$ cat src/common/tpdcfg_pkg.sv
// package: object indices, defaults, codes and carrier types of the tpdo mapping and node configuration block
package tpdcfg_pkg;
  // ****************************************
  // object indices
  // ****************************************
  localparam logic [15:0] IDX_TX1_COMM = 16'h1800;
  localparam logic [15:0] IDX_TX2_COMM = 16'h1801;
  localparam logic [15:0] IDX_TX1_MAP = 16'h1a00;
  localparam logic [15:0] IDX_TX2_MAP = 16'h1a01;
  localparam logic [15:0] IDX_STARTUP = 16'h1f80;
  localparam logic [15:0] IDX_NODE_ID = 16'h3000;
  localparam logic [15:0] IDX_BIT_RATE = 16'h3001;
  localparam logic [15:0] IDX_TERM = 16'h3003;
  localparam logic [15:0] IDX_PROFILE = 16'h3004;
  localparam logic [15:0] IDX_FUNC_MODE = 16'h3007;
  localparam logic [15:0] IDX_AVERAGE = 16'h300d;
  localparam logic [15:0] IDX_FILTER = 16'h300e;
  localparam logic [15:0] IDX_ZERO = 16'h300f;
  localparam logic [15:0] IDX_ERR_MASK = 16'h301e;
  localparam logic [15:0] IDX_STATUS = 16'h301f;
  // ****************************************
  // values after reset and limits
  // ****************************************
  localparam logic [31:0] RST_STARTUP = 32'h0000_0000;
  localparam logic [31:0] STARTUP_PREOP = 32'h0000_0004;
  localparam logic [7:0] RST_NODE_ID = 8'h01;
  localparam logic [7:0] NODE_ID_MAX = 8'h7f;
  localparam logic [7:0] RST_BIT_RATE = 8'h03;
  localparam logic [7:0] BIT_RATE_MAX = 8'h08;
  localparam logic [7:0] RST_TERM = 8'h00;
  localparam logic [7:0] RST_PROFILE = 8'h01;
  localparam logic [7:0] PROFILE_MAX = 8'h03;
  localparam logic [7:0] RST_FUNC_MODE = 8'h00;
  localparam logic [7:0] FUNC_MODE_MAX = 8'h05;
  localparam logic [7:0] FUNC_MODE_USER = 8'hff;
  localparam logic [7:0] RST_AVERAGE = 8'h00;
  localparam logic [15:0] RST_FILTER = 16'h0000;
  localparam logic [7:0] RST_ZERO = 8'h00;
  localparam logic [31:0] RST_ERR_MASK = 32'h0000_0000;
  localparam logic [31:0] COBID_TX1_BASE = 32'h0000_0180;
  localparam logic [31:0] COBID_TX2_BASE = 32'h0000_0280;
  localparam int COBID_OFF_BIT = 31;
  localparam logic [31:0] MAP_X_AXIS = 32'h6010_0010;
  localparam logic [31:0] MAP_Y_AXIS = 32'h6020_0010;
  localparam int MAP_ENTRIES = 8;
  localparam logic [9:0] MAP_MAX_BITS = 10'h040;
  localparam logic [7:0] AVERAGE_SUBS = 8'h02;
  localparam logic [7:0] STATUS_SUBS = 8'h04;
  localparam logic [7:0] HB_BOOT = 8'h00;
  localparam logic [7:0] HB_STOPPED = 8'h04;
  localparam logic [7:0] HB_OPERATIONAL = 8'h05;
  localparam logic [7:0] HB_PREOP = 8'h7f;
  // ****************************************
  // access abort codes
  // ****************************************
  localparam logic [31:0] AB_NONE = 32'h0000_0000;
  localparam logic [31:0] AB_NO_OBJECT = 32'h0602_0000;
  localparam logic [31:0] AB_NO_SUB = 32'h0609_0011;
  localparam logic [31:0] AB_READ_ONLY = 32'h0601_0002;
  localparam logic [31:0] AB_RANGE = 32'h0609_0030;
  localparam logic [31:0] AB_MAP_LEN = 32'h0604_0042;
  localparam logic [31:0] AB_STATE = 32'h0800_0022;
  // ****************************************
  // types
  // ****************************************
  typedef enum logic [1:0] {
    NMT_BOOT = 2'b00,
    NMT_PREOP = 2'b01,
    NMT_OPER = 2'b11,
    NMT_STOPPED = 2'b10
  } tpdcfg_nmt_t;
  typedef struct packed {
    logic [15:0] index;
    logic [7:0] sub;
    logic wr;
    logic [31:0] wdata;
  } tpdcfg_req_t;
  typedef struct packed {
    logic [31:0] rdata;
    logic [31:0] abort;
  } tpdcfg_rsp_t;
endpackage

$ cat src/hw/tpdcfg_node.sv
// module: object dictionary configuration and tpdo mapping of the inclinometer node
`timescale 1ns/1ps
module tpdcfg_node (
  // clock and reset
  input wire logic clk,
  input wire logic rst,
  // dictionary access
  input wire logic req_valid,
  input wire tpdcfg_pkg::tpdcfg_req_t req,
  output logic rsp_valid,
  output tpdcfg_pkg::tpdcfg_rsp_t rsp,
  // node environment
  input wire logic dual_axis_pin,
  input wire logic self_test_pass,
  input wire logic nmt_go_oper,
  input wire logic nmt_go_preop,
  input wire logic nmt_go_stop,
  input wire logic [31:0] mfr_status,
  // node state and settings
  output tpdcfg_pkg::tpdcfg_nmt_t nmt_state,
  output logic [7:0] heartbeat_state,
  output logic tx1_send_en,
  output logic tx2_send_en,
  output logic [10:0] tx1_can_id,
  output logic [10:0] tx2_can_id,
  output logic [7:0] node_id,
  output logic [9:0] bit_rate_kbps,
  output logic terminator_on,
  output logic [1:0] profile,
  output logic [7:0] function_mode,
  output logic [7:0] average_tx1,
  output logic [7:0] average_tx2,
  output logic [15:0] filter_tau,
  output logic zero_x,
  output logic zero_y,
  output logic mfr_error
);
  // ****************************************
  // storage
  // ****************************************
  tpdcfg_pkg::tpdcfg_nmt_t state_ff;
  logic [2:0] axis_sync_ff;
  logic dual_axis_ff;
  logic [31:0] startup_ff;
  logic [7:0] node_id_ff;
  logic [7:0] bit_rate_ff;
  logic [7:0] term_ff;
  logic [7:0] profile_ff;
  logic [7:0] mode_ff;
  logic [7:0] avg1_ff;
  logic [7:0] avg2_ff;
  logic [15:0] tau_ff;
  logic [7:0] zero_ff;
  logic [31:0] mask_ff;
  logic [31:0] cobid_ff [2];
  logic [7:0] count_ff [2];
  localparam int MAP_ENTRIES_W = tpdcfg_pkg::MAP_ENTRIES;
  logic [MAP_ENTRIES_W-1:0][31:0] map_ff [2];
  logic zero_x_ff;
  logic zero_y_ff;
  logic mfr_error_ff;
  logic [9:0] kbps_ff;
  logic tx1_en_ff;
  logic tx2_en_ff;
  logic rsp_valid_ff;
  tpdcfg_pkg::tpdcfg_rsp_t rsp_ff;
  // ****************************************
  // helpers
  // ****************************************
  function automatic logic [9:0] map_bits(input logic [MAP_ENTRIES_W-1:0][31:0] m, input logic [7:0] n);
    logic [9:0] s;
    s = 10'h000;
    for (int i = 0; i < MAP_ENTRIES_W; i++) begin
      if (8'(i) < n) begin
        s = s + {2'b00, m[i][7:0]};
      end
    end
    return s;
  endfunction
  function automatic logic [9:0] rate_kbps(input logic [7:0] code);
    case (code)
      8'h00: return 10'h3e8;
      8'h01: return 10'h320;
      8'h02: return 10'h1f4;
      8'h03: return 10'h0fa;
      8'h04: return 10'h07d;
      8'h05: return 10'h064;
      8'h06: return 10'h032;
      8'h07: return 10'h014;
      default: return 10'h00a;
    endcase
  endfunction
  // ****************************************
  // dictionary decode
  // ****************************************
  logic wr_ok;
  logic [31:0] rd_val;
  logic [31:0] ab_val;
  logic obj;
  logic remap_state;
  logic [7:0] wbyte;
  assign remap_state = (state_ff == tpdcfg_pkg::NMT_PREOP) || (state_ff == tpdcfg_pkg::NMT_OPER);
  assign wbyte = req.wdata[7:0];
  assign obj = req.index[0];
  always_comb begin
    wr_ok = 1'b0;
    rd_val = 32'h0000_0000;
    ab_val = tpdcfg_pkg::AB_NONE;
    case (req.index)
      tpdcfg_pkg::IDX_TX1_MAP, tpdcfg_pkg::IDX_TX2_MAP: begin
        if (req.sub == 8'h00) begin
          rd_val = {24'h000000, count_ff[obj]};
          if (req.wr) begin
            if (!remap_state) begin
              ab_val = tpdcfg_pkg::AB_STATE;
            end else if (req.wdata > 32'(tpdcfg_pkg::MAP_ENTRIES) ||
                         map_bits(map_ff[obj], wbyte) > tpdcfg_pkg::MAP_MAX_BITS) begin
              ab_val = tpdcfg_pkg::AB_MAP_LEN;
            end else begin
              wr_ok = 1'b1;
            end
          end
        end else if (req.sub <= 8'(tpdcfg_pkg::MAP_ENTRIES)) begin
          rd_val = map_ff[obj][3'(req.sub - 8'h01)];
          if (req.wr) begin
            if (!remap_state || count_ff[obj] != 8'h00) begin
              ab_val = tpdcfg_pkg::AB_STATE;
            end else begin
              wr_ok = 1'b1;
            end
          end
        end else begin
          ab_val = tpdcfg_pkg::AB_NO_SUB;
        end
      end
      tpdcfg_pkg::IDX_TX1_COMM, tpdcfg_pkg::IDX_TX2_COMM: begin
        if (req.sub == 8'h01) begin
          rd_val = cobid_ff[obj];
          wr_ok = req.wr;
        end else begin
          ab_val = tpdcfg_pkg::AB_NO_SUB;
        end
      end
      tpdcfg_pkg::IDX_STARTUP: begin
        rd_val = startup_ff;
        if (req.wr && req.wdata != tpdcfg_pkg::RST_STARTUP && req.wdata != tpdcfg_pkg::STARTUP_PREOP) begin
          ab_val = tpdcfg_pkg::AB_RANGE;
        end else begin
          wr_ok = req.wr;
        end
      end
      tpdcfg_pkg::IDX_NODE_ID: begin
        rd_val = {24'h000000, node_id_ff};
        if (req.wr && (wbyte == 8'h00 || wbyte > tpdcfg_pkg::NODE_ID_MAX)) begin
          ab_val = tpdcfg_pkg::AB_RANGE;
        end else begin
          wr_ok = req.wr;
        end
      end
      tpdcfg_pkg::IDX_BIT_RATE: begin
        rd_val = {24'h000000, bit_rate_ff};
        if (req.wr && wbyte > tpdcfg_pkg::BIT_RATE_MAX) begin
          ab_val = tpdcfg_pkg::AB_RANGE;
        end else begin
          wr_ok = req.wr;
        end
      end
      tpdcfg_pkg::IDX_TERM: begin
        rd_val = {24'h000000, term_ff};
        if (req.wr && wbyte > 8'h01) begin
          ab_val = tpdcfg_pkg::AB_RANGE;
        end else begin
          wr_ok = req.wr;
        end
      end
      tpdcfg_pkg::IDX_PROFILE: begin
        rd_val = {24'h000000, profile_ff};
        if (req.wr && wbyte > tpdcfg_pkg::PROFILE_MAX) begin
          ab_val = tpdcfg_pkg::AB_RANGE;
        end else begin
          wr_ok = req.wr;
        end
      end
      tpdcfg_pkg::IDX_FUNC_MODE: begin
        rd_val = {24'h000000, mode_ff};
        if (req.wr && wbyte > tpdcfg_pkg::FUNC_MODE_MAX && wbyte != tpdcfg_pkg::FUNC_MODE_USER) begin
          ab_val = tpdcfg_pkg::AB_RANGE;
        end else begin
          wr_ok = req.wr;
        end
      end
      tpdcfg_pkg::IDX_AVERAGE: begin
        if (req.sub == 8'h00) begin
          rd_val = {24'h000000, tpdcfg_pkg::AVERAGE_SUBS};
          ab_val = req.wr ? tpdcfg_pkg::AB_READ_ONLY : tpdcfg_pkg::AB_NONE;
        end else if (req.sub <= tpdcfg_pkg::AVERAGE_SUBS) begin
          rd_val = {24'h000000, req.sub[1] ? avg2_ff : avg1_ff};
          wr_ok = req.wr;
        end else begin
          ab_val = tpdcfg_pkg::AB_NO_SUB;
        end
      end
      tpdcfg_pkg::IDX_FILTER: begin
        rd_val = {16'h0000, tau_ff};
        wr_ok = req.wr;
      end
      tpdcfg_pkg::IDX_ZERO: begin
        rd_val = {24'h000000, zero_ff};
        if (req.wr && wbyte > 8'h03) begin
          ab_val = tpdcfg_pkg::AB_RANGE;
        end else begin
          wr_ok = req.wr;
        end
      end
      tpdcfg_pkg::IDX_ERR_MASK: begin
        rd_val = mask_ff;
        wr_ok = req.wr;
      end
      tpdcfg_pkg::IDX_STATUS: begin
        if (req.sub > tpdcfg_pkg::STATUS_SUBS) begin
          ab_val = tpdcfg_pkg::AB_NO_SUB;
        end else begin
          if (req.sub == 8'h00) begin
            rd_val = {24'h000000, tpdcfg_pkg::STATUS_SUBS};
          end else begin
            rd_val = {24'h000000, mfr_status[{2'(req.sub - 8'h01), 3'b000} +: 8]};
          end
          ab_val = req.wr ? tpdcfg_pkg::AB_READ_ONLY : tpdcfg_pkg::AB_NONE;
        end
      end
      default: begin
        ab_val = tpdcfg_pkg::AB_NO_OBJECT;
      end
    endcase
  end
  logic we;
  logic mode_reload;
  assign we = req_valid && wr_ok;
  // leaving user mode or picking a fixed mode rebuilds the mapping
  assign mode_reload = (we && req.index == tpdcfg_pkg::IDX_FUNC_MODE && wbyte != tpdcfg_pkg::FUNC_MODE_USER) ||
                       (state_ff == tpdcfg_pkg::NMT_BOOT);
  // ****************************************
  // access answer, one cycle after the request
  // ****************************************
  always_ff @(posedge clk or posedge rst) begin
    if (rst) begin
      rsp_valid_ff <= 1'b0;
      rsp_ff <= '0;
    end else begin
      rsp_valid_ff <= req_valid;
      if (req_valid) begin
        rsp_ff <= '{rdata: rd_val, abort: ab_val};
      end
    end
  end
  // ****************************************
  // axis strap, three flop filter
  // ****************************************
  always_ff @(posedge clk or posedge rst) begin
    if (rst) begin
      axis_sync_ff <= 3'b000;
      dual_axis_ff <= 1'b0;
    end else begin
      axis_sync_ff <= {axis_sync_ff[1:0], dual_axis_pin};
      if (axis_sync_ff[1] == axis_sync_ff[2]) begin
        dual_axis_ff <= axis_sync_ff[2];
      end
    end
  end
  // ****************************************
  // mapping records
  // ****************************************
  generate
    for (genvar g = 0; g < 2; g++) begin : g_map
      always_ff @(posedge clk or posedge rst) begin
        if (rst) begin
          count_ff[g] <= 8'h00;
          map_ff[g] <= '0;
        end else if (mode_reload) begin
          if (g == 0) begin
            count_ff[g] <= dual_axis_ff ? 8'h02 : 8'h01;
            map_ff[g] <= '0;
            map_ff[g][0] <= tpdcfg_pkg::MAP_X_AXIS;
            map_ff[g][1] <= dual_axis_ff ? tpdcfg_pkg::MAP_Y_AXIS : 32'h0000_0000;
          end else begin
            count_ff[g] <= 8'h00;
            map_ff[g] <= '0;
          end
        end else if (we && req.index[15:1] == tpdcfg_pkg::IDX_TX1_MAP[15:1] && req.index[0] == 1'(g)) begin
          if (req.sub == 8'h00) begin
            count_ff[g] <= wbyte;
          end else begin
            map_ff[g][3'(req.sub - 8'h01)] <= req.wdata;
          end
        end
      end
      always_ff @(posedge clk or posedge rst) begin
        if (rst) begin
          cobid_ff[g] <= (g == 0 ? tpdcfg_pkg::COBID_TX1_BASE : tpdcfg_pkg::COBID_TX2_BASE) +
                         {24'h000000, tpdcfg_pkg::RST_NODE_ID};
        end else if (we && req.index[15:1] == tpdcfg_pkg::IDX_TX1_COMM[15:1] && req.index[0] == 1'(g)) begin
          cobid_ff[g] <= req.wdata;
        end
      end
    end
  endgenerate
  // ****************************************
  // network state
  // ****************************************
  always_ff @(posedge clk or posedge rst) begin
    if (rst) begin
      state_ff <= tpdcfg_pkg::NMT_BOOT;
    end else begin
      case (state_ff)
        tpdcfg_pkg::NMT_BOOT: begin
          if (self_test_pass) begin
            state_ff <= (startup_ff == tpdcfg_pkg::STARTUP_PREOP) ? tpdcfg_pkg::NMT_PREOP : tpdcfg_pkg::NMT_OPER;
          end
        end
        default: begin
          if (nmt_go_stop) begin
            state_ff <= tpdcfg_pkg::NMT_STOPPED;
          end else if (nmt_go_preop) begin
            state_ff <= tpdcfg_pkg::NMT_PREOP;
          end else if (nmt_go_oper) begin
            state_ff <= tpdcfg_pkg::NMT_OPER;
          end
        end
      endcase
    end
  end
  // ****************************************
  // configuration entries
  // ****************************************
  always_ff @(posedge clk or posedge rst) begin
    if (rst) begin
      startup_ff <= tpdcfg_pkg::RST_STARTUP;
      node_id_ff <= tpdcfg_pkg::RST_NODE_ID;
      bit_rate_ff <= tpdcfg_pkg::RST_BIT_RATE;
      term_ff <= tpdcfg_pkg::RST_TERM;
      profile_ff <= tpdcfg_pkg::RST_PROFILE;
      mode_ff <= tpdcfg_pkg::RST_FUNC_MODE;
      avg1_ff <= tpdcfg_pkg::RST_AVERAGE;
      avg2_ff <= tpdcfg_pkg::RST_AVERAGE;
      tau_ff <= tpdcfg_pkg::RST_FILTER;
      zero_ff <= tpdcfg_pkg::RST_ZERO;
      mask_ff <= tpdcfg_pkg::RST_ERR_MASK;
    end else if (we) begin
      case (req.index)
        tpdcfg_pkg::IDX_STARTUP: startup_ff <= req.wdata;
        tpdcfg_pkg::IDX_NODE_ID: node_id_ff <= wbyte;
        tpdcfg_pkg::IDX_BIT_RATE: bit_rate_ff <= wbyte;
        tpdcfg_pkg::IDX_TERM: term_ff <= wbyte;
        tpdcfg_pkg::IDX_PROFILE: profile_ff <= wbyte;
        tpdcfg_pkg::IDX_FUNC_MODE: mode_ff <= wbyte;
        tpdcfg_pkg::IDX_AVERAGE: begin
          if (req.sub[1]) begin
            avg2_ff <= wbyte;
          end else begin
            avg1_ff <= wbyte;
          end
        end
        tpdcfg_pkg::IDX_FILTER: tau_ff <= req.wdata[15:0];
        tpdcfg_pkg::IDX_ZERO: zero_ff <= wbyte;
        tpdcfg_pkg::IDX_ERR_MASK: mask_ff <= req.wdata;
        default: ;
      endcase
    end
  end
  // ****************************************
  // derived outputs
  // ****************************************
  always_ff @(posedge clk or posedge rst) begin
    if (rst) begin
      zero_x_ff <= 1'b0;
      zero_y_ff <= 1'b0;
    end else begin
      zero_x_ff <= we && req.index == tpdcfg_pkg::IDX_ZERO && wbyte[0];
      zero_y_ff <= we && req.index == tpdcfg_pkg::IDX_ZERO && wbyte[1];
    end
  end
  always_ff @(posedge clk or posedge rst) begin
    if (rst) begin
      mfr_error_ff <= 1'b0;
      kbps_ff <= 10'h0fa;
      tx1_en_ff <= 1'b0;
      tx2_en_ff <= 1'b0;
    end else begin
      mfr_error_ff <= |(mfr_status & mask_ff);
      kbps_ff <= rate_kbps(bit_rate_ff);
      tx1_en_ff <= state_ff == tpdcfg_pkg::NMT_OPER && !cobid_ff[0][tpdcfg_pkg::COBID_OFF_BIT] &&
                   count_ff[0] != 8'h00;
      tx2_en_ff <= state_ff == tpdcfg_pkg::NMT_OPER && !cobid_ff[1][tpdcfg_pkg::COBID_OFF_BIT] &&
                   count_ff[1] != 8'h00;
    end
  end
  assign rsp_valid = rsp_valid_ff;
  assign rsp = rsp_ff;
  assign nmt_state = state_ff;
  assign heartbeat_state = (state_ff == tpdcfg_pkg::NMT_OPER) ? tpdcfg_pkg::HB_OPERATIONAL :
                           (state_ff == tpdcfg_pkg::NMT_PREOP) ? tpdcfg_pkg::HB_PREOP :
                           (state_ff == tpdcfg_pkg::NMT_STOPPED) ? tpdcfg_pkg::HB_STOPPED : tpdcfg_pkg::HB_BOOT;
  assign tx1_send_en = tx1_en_ff;
  assign tx2_send_en = tx2_en_ff;
  assign tx1_can_id = cobid_ff[0][10:0];
  assign tx2_can_id = cobid_ff[1][10:0];
  assign node_id = node_id_ff;
  assign bit_rate_kbps = kbps_ff;
  assign terminator_on = term_ff[0];
  assign profile = profile_ff[1:0];
  assign function_mode = mode_ff;
  assign average_tx1 = avg1_ff;
  assign average_tx2 = avg2_ff;
  assign filter_tau = tau_ff;
  assign zero_x = zero_x_ff;
  assign zero_y = zero_y_ff;
  assign mfr_error = mfr_error_ff;
endmodule

$ cat config.mk
export PLATFORM = sky130hd
export DESIGN_NAME = tpdcfg_node
export DESIGN_NICKNAME = d
export VERILOG_FILES = /design/src/common/tpdcfg_pkg.sv /design/src/hw/tpdcfg_node.sv
export SDC_FILE = /design/constraint.sdc
export NUM_CORES = 2
export LEC_CHECK = 0
export BUFFER_PORTS_ARGS = -buffer_cell sky130_fd_sc_hd__buf_2
export CORE_MARGIN = 10
export CORE_UTILIZATION = 55
export DETAILED_ROUTE_END_ITERATION = 6
export PLACE_DENSITY = 0.73
export SYNTH_ARGS = -nofsm -noshare
export SYNTH_HDL_FRONTEND = slang
export SYNTH_SLANG_ARGS = --single-unit
$ cat constraint.sdc
create_clock -name clk -period 48.4 [get_ports clk]
set_input_delay 4.84 -clock clk [delete_from_list [all_inputs] [get_ports clk]]
set_output_delay 4.84 -clock clk [all_outputs]
set_load 0.03 [all_outputs]
# Word-level counts from Yosys, hierarchy flattened
# Memory sizes are Yosys's and may differ from the RTL's.
# Cells that the tools add are included.
[word_totals]
reg_bits = 822
latchBits = 0
ram_bits = 0
rom_bits = 80
inputBits = 97
output_inout_bits = 163
word_cells = 294
memories = 1
[op_classes]
add_sub_neg = 8
mul = 0
n_div = 0
order_cmp = 21
eq_ne = 27
shifts = 1
muxes = 123
bitwise = 4
reduce_logical = 66
[mem_list]
columns = ["name", "depth", "word_bits", "rd", "rd_ports_with_merged_regs", "write_ports", "line", "rtl"]
rows = [
  ["(no name shown)", 8, 10, 1, 0, 0, "tpdcfg_node.sv:81", "case (code)"],
]
[op_table]
columns = ["operator", "n"]
rows = [
  ["2-to-1 mux 256 bit", 9],
  ["bitwise mux 256 bit", 2],
  ["case mux 32 bit (13 select lines)", 1],
  ["2-to-1 mux 10 bit", 40],
  ["case mux 32 bit (11 select lines)", 1],
  ["2-to-1 mux 27 bit", 12],
  ["2-to-1 mux 32 bit", 10],
  ["equality test 16 x 14 -> 1 bit, second input constant", 10],
  ["2-to-1 mux 28 bit", 4],
  ["2-to-1 mux 8 bit", 14],
  ["binary-select mux 32 bit (select 3 bit)", 1],
  ["demux 32 bit (select 3 bit)", 1],
  ["equality test 16 x 13 -> 1 bit, second input constant", 5],
  ["adder 10 x 8 -> 10 bit", 7],
  ["bitwise AND 32 bit", 1],
  ["equality test 32 x 3 -> 1 bit, second input constant", 1],
  ["> comparator 32 x 4 -> 1 bit, second input constant", 1],
  ["< comparator 3 x 8 -> 1 bit, first input constant", 4],
  ["inequality test 32 x 3 -> 1 bit, second input constant", 1],
  ["nonzero test 32 bit", 1],
  ["OR reduction 32 bit", 1],
  ["indexed part select 32 x 6 -> 8 bit", 1],
  ["2-to-1 mux 31 bit", 1],
  ["equality test 15 x 12 -> 1 bit, second input constant", 2],
  ["39 further kinds", 119],
]

# Longest topological paths before layout
[logic_depth]
depth_word = 64
mapped_depth = 52
depth_no_buf = 48

# Worst setup path before layout
# Ideal clock, no wire load.
[synth_path]
path_type = "input to register"
start = "input port req[41] (netlist name)"
end = "register term_ff[0]"
setup_ns = 0.128
arrival_ns = 15.822
required_time_ns = 48.272
slack_ns = 32.450
cell_stages = 50
path_buffers = 7
cell_sequence = "buf_1 > clkbuf_1 > clkbuf_1 > clkbuf_1 > clkbuf_1 > clkbuf_1 > mux2_2 > ha_1 > or2_2 > a21oi_1 > nor3_1 > a31o_2 > ha_1 > nor2_1 > a21oi_1 > xor2_1 > o21a_1 > ha_1 > [14 not listed] > ha_1 > or4_1 > a21o_1 > and2_1 > xnor2_1 > a22o_1 > a21oi_1 > nand2_1 > ha_1 > xor2_1 > o21ai_0 > nand3_1 > a211oi_2 > nand3_2 > o31ai_4 > buf_6 > nor3b_4 > mux2_1"
[synth_between]
elab_chain_cells = 60
elab_cells_between_ends = 86
cone_classes = "add/sub: 7; order compare: 1; eq/ne: 14; mux: 54; bitwise: 1; reduce/logical: 9"
[synth_lines]
columns = ["element", "line", "rtl"]
rows = [
  ["start: declaration", "tpdcfg_node.sv:9", "input wire tpdcfg_pkg::tpdcfg_req_t req,"],
  ["NOT 1 -> 2 bit (not written as such)", "tpdcfg_node.sv:117, tpdcfg_node.sv:126", ""],
  ["2-to-1 mux 256 bit (3 in a row)", "--", ""],
  ["2-to-1 mux 8 bit", "tpdcfg_node.sv:74", "if (8'(i) < n) begin"],
  ["2-to-1 mux 10 bit", "tpdcfg_node.sv:114", "if (!remap_state) begin"],
  ["2-to-1 mux 10 bit", "tpdcfg_node.sv:113", "if (req.wr) begin"],
  ["2-to-1 mux 10 bit", "tpdcfg_node.sv:111", "if (req.sub == 8'h00) begin"],
  ["2-to-1 mux 10 bit", "tpdcfg_node.sv:109", "case (req.index)"],
  ["adder 10 x 8 -> 10 bit", "tpdcfg_node.sv:75", "s = s + {2'b00, m[i][7:0]};"],
  ["[42 not listed]", "--", ""],
  ["logical OR 1 bit", "tpdcfg_node.sv:116", "end else if (req.wdata > 32'(tpdcfg_pkg::MAP_ENTRIES) ||"],
  ["2-to-1 mux 1 bit", "tpdcfg_node.sv:116", ""],
  ["2-to-1 mux 1 bit", "tpdcfg_node.sv:114", ""],
  ["2-to-1 mux 1 bit", "tpdcfg_node.sv:113", ""],
  ["2-to-1 mux 1 bit", "tpdcfg_node.sv:111", ""],
  ["case mux 1 bit (10 select lines)", "tpdcfg_node.sv:109", ""],
  ["logical AND 1 bit", "tpdcfg_node.sv:238", "assign we = req_valid && wr_ok;"],
  ["AND reduction 2 bit (no line) (*)", "--", ""],
  ["end signal: assignment", "tpdcfg_node.sv:340", "term_ff <= tpdcfg_pkg::RST_TERM;"],
  ["end signal: assignment", "tpdcfg_node.sv:353", "tpdcfg_pkg::IDX_TERM: term_ff <= wbyte;"],
  ["end: declaration", "tpdcfg_node.sv:47", "logic [7:0] term_ff;"],
]
# Mark *: on every way between the ends. The rest lies on a longest branch, timed or not. The select of a mux whose other input is x is not followed.
# A chain may end at the register's enable or synchronous reset.

# Worst setup path in the final report
[layout_path]
start = "input port req[4] (netlist name)"
end = "register cobid_ff[27] (netlist name)"
[layout_between]
elab_chain_cells = 58
elab_cells_between_ends = 90
cone_classes = "add/sub: 7; order compare: 15; eq/ne: 2; mux: 51; reduce/logical: 15"
[layout_lines]
columns = ["element", "line", "rtl"]
rows = [
  ["< comparator 1 x 8 -> 1 bit", "tpdcfg_node.sv:74", ""],
  ["2-to-1 mux 8 bit", "tpdcfg_node.sv:74", ""],
  ["2-to-1 mux 10 bit", "tpdcfg_node.sv:114", ""],
  ["2-to-1 mux 10 bit", "tpdcfg_node.sv:113", ""],
  ["2-to-1 mux 10 bit", "tpdcfg_node.sv:111", ""],
  ["2-to-1 mux 10 bit", "tpdcfg_node.sv:109", ""],
  ["adder 10 x 8 -> 10 bit", "tpdcfg_node.sv:75", ""],
  ["2-to-1 mux 10 bit", "tpdcfg_node.sv:74", ""],
  ["[41 not listed]", "--", ""],
  ["logical OR 1 bit", "tpdcfg_node.sv:116", ""],
  ["2-to-1 mux 1 bit", "tpdcfg_node.sv:116", ""],
  ["2-to-1 mux 1 bit", "tpdcfg_node.sv:114", ""],
  ["2-to-1 mux 1 bit", "tpdcfg_node.sv:113", ""],
  ["2-to-1 mux 1 bit", "tpdcfg_node.sv:111", ""],
  ["case mux 1 bit (10 select lines) (*)", "tpdcfg_node.sv:109", ""],
  ["logical AND 1 bit (*)", "tpdcfg_node.sv:238", ""],
  ["logical AND 1 bit (*) (2 in a row)", "tpdcfg_node.sv:301", "end else if (we && req.index[15:1] == tpdcfg_pkg::IDX_TX1_COMM[15:1] && req.index[0] == 1'(g)) begin"],
  ["end signal: indexed assignment", "tpdcfg_node.sv:299", "cobid_ff[g] <= (g == 0 ? tpdcfg_pkg::COBID_TX1_BASE : tpdcfg_pkg::COBID_TX2_BASE) +"],
  ["end signal: indexed assignment", "tpdcfg_node.sv:302", "cobid_ff[g] <= req.wdata;"],
  ["end: declaration", "tpdcfg_node.sv:55", "logic [31:0] cobid_ff [2];"],
]
# Marks and branches as above.

==> results.toml <==
[timing]
worst_pin_slew_ps = 1560
worst_clock_skew_ps = 33.2
fin_tns_setup_ps = 0
setup_viol = 0
rsz0062_at_grt = "no"
min_period_over_period = 0.366
hold_viol = 0
slew_headroom = -0.0497
timing.fmax_mhz = 56.4
min_period_ps = 17740
drv_slew = 2

[synthesis]
synth_edf_count = 0
synth_compound_area_frac = 0.111
synth_top_family_by_area = "multiplexers"
yosys_register_bits = 799
synth_cells = 4133
synthArstFlopShare = 1.00
synth-adder-area-share = 0.0227
netlist_area_mm2 = 0.0424
postSynthAreaPerCell_um2 = 10.3
seq_area_frac_synth = 0.472
yosysUniqueCellTypes = 95
ys_warn_count = 0
ys.flop_type = "dfrtp_1"
yosys.area_share.simple = 0.140
synth_xor_area_frac = 0.00900
muxShareOfSynthArea = 0.200

[pwr]
p_sw_frac = 0.259
max-vdd-ir-drop_mv = 0.0253
p_int_mw = 1.07
power_switching_mw = 0.375
p_seq_frac = 0.465
power_density_mw_per_mm2 = 31.0
power_frac_comb = 0.087
cellLeakagePower_nw = 21.4
p_clk_frac = 0.447

[global_routing]
grt_usage = 0.310
grt_pass1_vias = 33800
antenna_found_initial = 7
grt_pass1_wl_mm = 214
grt_max_degree = 197
overflow = 0

[routing]
finalWirelength_mm = 141
final_antenna_net_count = 0
firstDrtPassIters = 6
vias = 34000
remaining_drc_errors = 0
wl_per_cell_um = 26.8
drt_iter0_drc = 4260
vias_per_cell = 6.47

[setup_path]
crit_fanout = 32
slowest_stage = "nand3_2"
path_class = "input pin to register"
cp-end-kind = "register"
cp-start-kind = "input pin"
critPathRequiredTime_ps = 48930
arrival_ps = 18270
crit_top_cell = "ha_1"
max_stage_delay_ps = 920

[clock_network]
ctsHoldBuffers = 0
cts_tree = "built"
cts_made_buffers = 82
clock_sinks = 799
cts-root-buf = "clkbuf_16"
cts_setup_buffers = 0
clkSlewWorstSetupHoldPaths_ps = 60
cts_buffer_depth = 3
htreeDepth = 3
worstSkewPairLatency_ps = 650
cts_resized = 0

[place]
gp_congestion = 0.975
place.port_buffers = 238
dp_hpwl_mm = 92.0
dp_cells = 5106

[floorplan]
die_area_mm2 = 0.0886
rows = 101
die_w_um = 298
fp.dieH_um = 298
core_area_mm2 = 0.0762
ios = 260
initial_core_util = 0.556

[final_layout]
post-route-util = 0.613
fill_cells = 6126
fin_cells = 5258
drive_gt1_frac = 0.201
multiInputGateArea_mm2 = 0.0207
final_cell_mix = "783 x dfrtp_1, 624 x nand2_1, 418 x nor2_1"
regArea_mm2 = 0.0200
area_delta_synth_final_pct = 10.1
final_common_cell = "dfrtp_1"
finalNetCount = 4328

[outcome]
violations = "max-capacitance violations, max-slew violations"
status = "complete, but fails checks"

[min_path]
hold_path_class = "register to register"

[flow_run]
drv_cap = 1
-- power groups by stage --
stage                     logic [mW]  registers, mW  clock network [mW]
after floorplan               0.0820          0.686                   0
after global placement         0.123          0.685                   0
after detailed placement       0.122          0.685                   0
after CTS                      0.123          0.673               0.650
after global routing           0.133          0.673               0.680
final                          0.126          0.673               0.647
-- through the flow --
step | instance area (um^2) | hold WS (ps) | power [mW] | worst slack [ps]
2_1_floorplan | 42500 | 331 | 0.768 | 21150
3_3_place_gp | 43900 | 337 | 0.808 | 30610
3_5_place_dp | 43900 | 350 | 0.808 | 30290
4_1_cts | 46700 | 357 | 1.45 | 30960
5_1_grt | 46700 | 372 | 1.49 | 29970
6_report | 46700 | 352 | 1.45 | 30660
-- state kept, by name, indices dropped and copies added, names as in the netlist, 2 cells and up --
signal,cells
bit_rate_kbps,10
function_mode,8
map_ff,512
filter_tau,16
profile_ff,8
bit_rate_ff,8
tx2_can_id,11
axis_sync_ff,3
zero_ff,8
tx1_can_id,11
node_id,8
nmt_state,2
cobid_ff,42
average_tx1,8
average_tx2,8
mask_ff,32
term_ff,8
rsp,41
startup_ff,32
count_ff,16
-- final cells by class --
type | instances | share of cell area
repair buffers | 303 | 0.0374
clock inverters | 24 | 0.00632
clock buffers | 124 | 0.0527
flip-flops and latches | 799 | 0.429
well taps | 1030 | 0.0276
diodes | 4 | 0.000214
inverters | 34 | 0.00289
multi-input cells | 2940 | 0.444
-- worst max-delay path, delay by kind of cell --
family	cells	cell delay [ps]
simple gates	16	4530
fa+ha+maj	8	3260
compound gates	13	3400
mux	3	1100
buf+inv	3	610
xor+xnor	3	460
-- synth_stat cells, drive strengths merged (9+ instances only) --
library cell  number  share of area
nor4              31         0.0051
mux2             244          0.065
or2               14         0.0021
dfrtp            783           0.46
or3               12         0.0018
a22oi             19         0.0034
dfstp             16         0.0099
nand2b            13         0.0019
xnor2             20         0.0043
nand2            627          0.056
and2              60         0.0089
clkbuf           264          0.023
nor2             435          0.039
nand3             42         0.0054
o21a              19         0.0034
o22ai             43         0.0063
xor2              20         0.0041
nand4             17         0.0025
o21ai             99          0.012
a21oi            322          0.038
nor2b             27         0.0040
mux4             100          0.053
nor3              50         0.0061
a221oi            25         0.0052
o31ai             13         0.0026
o221ai            14         0.0029
mux2i            348          0.082
a21o              17         0.0030
ha                64          0.019
a31oi              9         0.0013
inv               32         0.0028
o2bb2ai           20         0.0041
a22o              25         0.0052
a222oi            18         0.0042
and3              18         0.0027
buf              116          0.018
a211oi            27         0.0049
-- final timing paths --
check	slack (ps)	to	from	depth (start not counted)
min in group asynchronous	4290	map_ff[419]	rst	2
worst min register to register	350	axis_sync_ff[1]	axis_sync_ff[0]	0
worst max register to register	36520	cobid_ff[27]	map_ff[0]	42
max in group asynchronous	41030	cobid_ff[17]	rst	5
worst min-delay path	350	axis_sync_ff[1]	axis_sync_ff[0]	0
worst max-delay path	30660	cobid_ff[27]	req[4]	46
-- kinds of logic (layout without fill, tap and decap cells) --
kind of cell,Yosys count,after routing
mux,692,692
buf+inv,414,485
other cells,1,25
xor+xnor,41,41
simple gates,1374,1374
flops,799,799
fa+ha+maj,73,73
compound gates,739,739
-- metal layers --
metal,global-route usage,share of wire,vias up
met3,0.0756,0.11,435
met5,0,0.000092,-
met4,0.150,0.054,2
met1,0.406,0.39,17000
met2,0.479,0.45,1926
li1,-,-,14600
(Power assumes the default switching activity.)
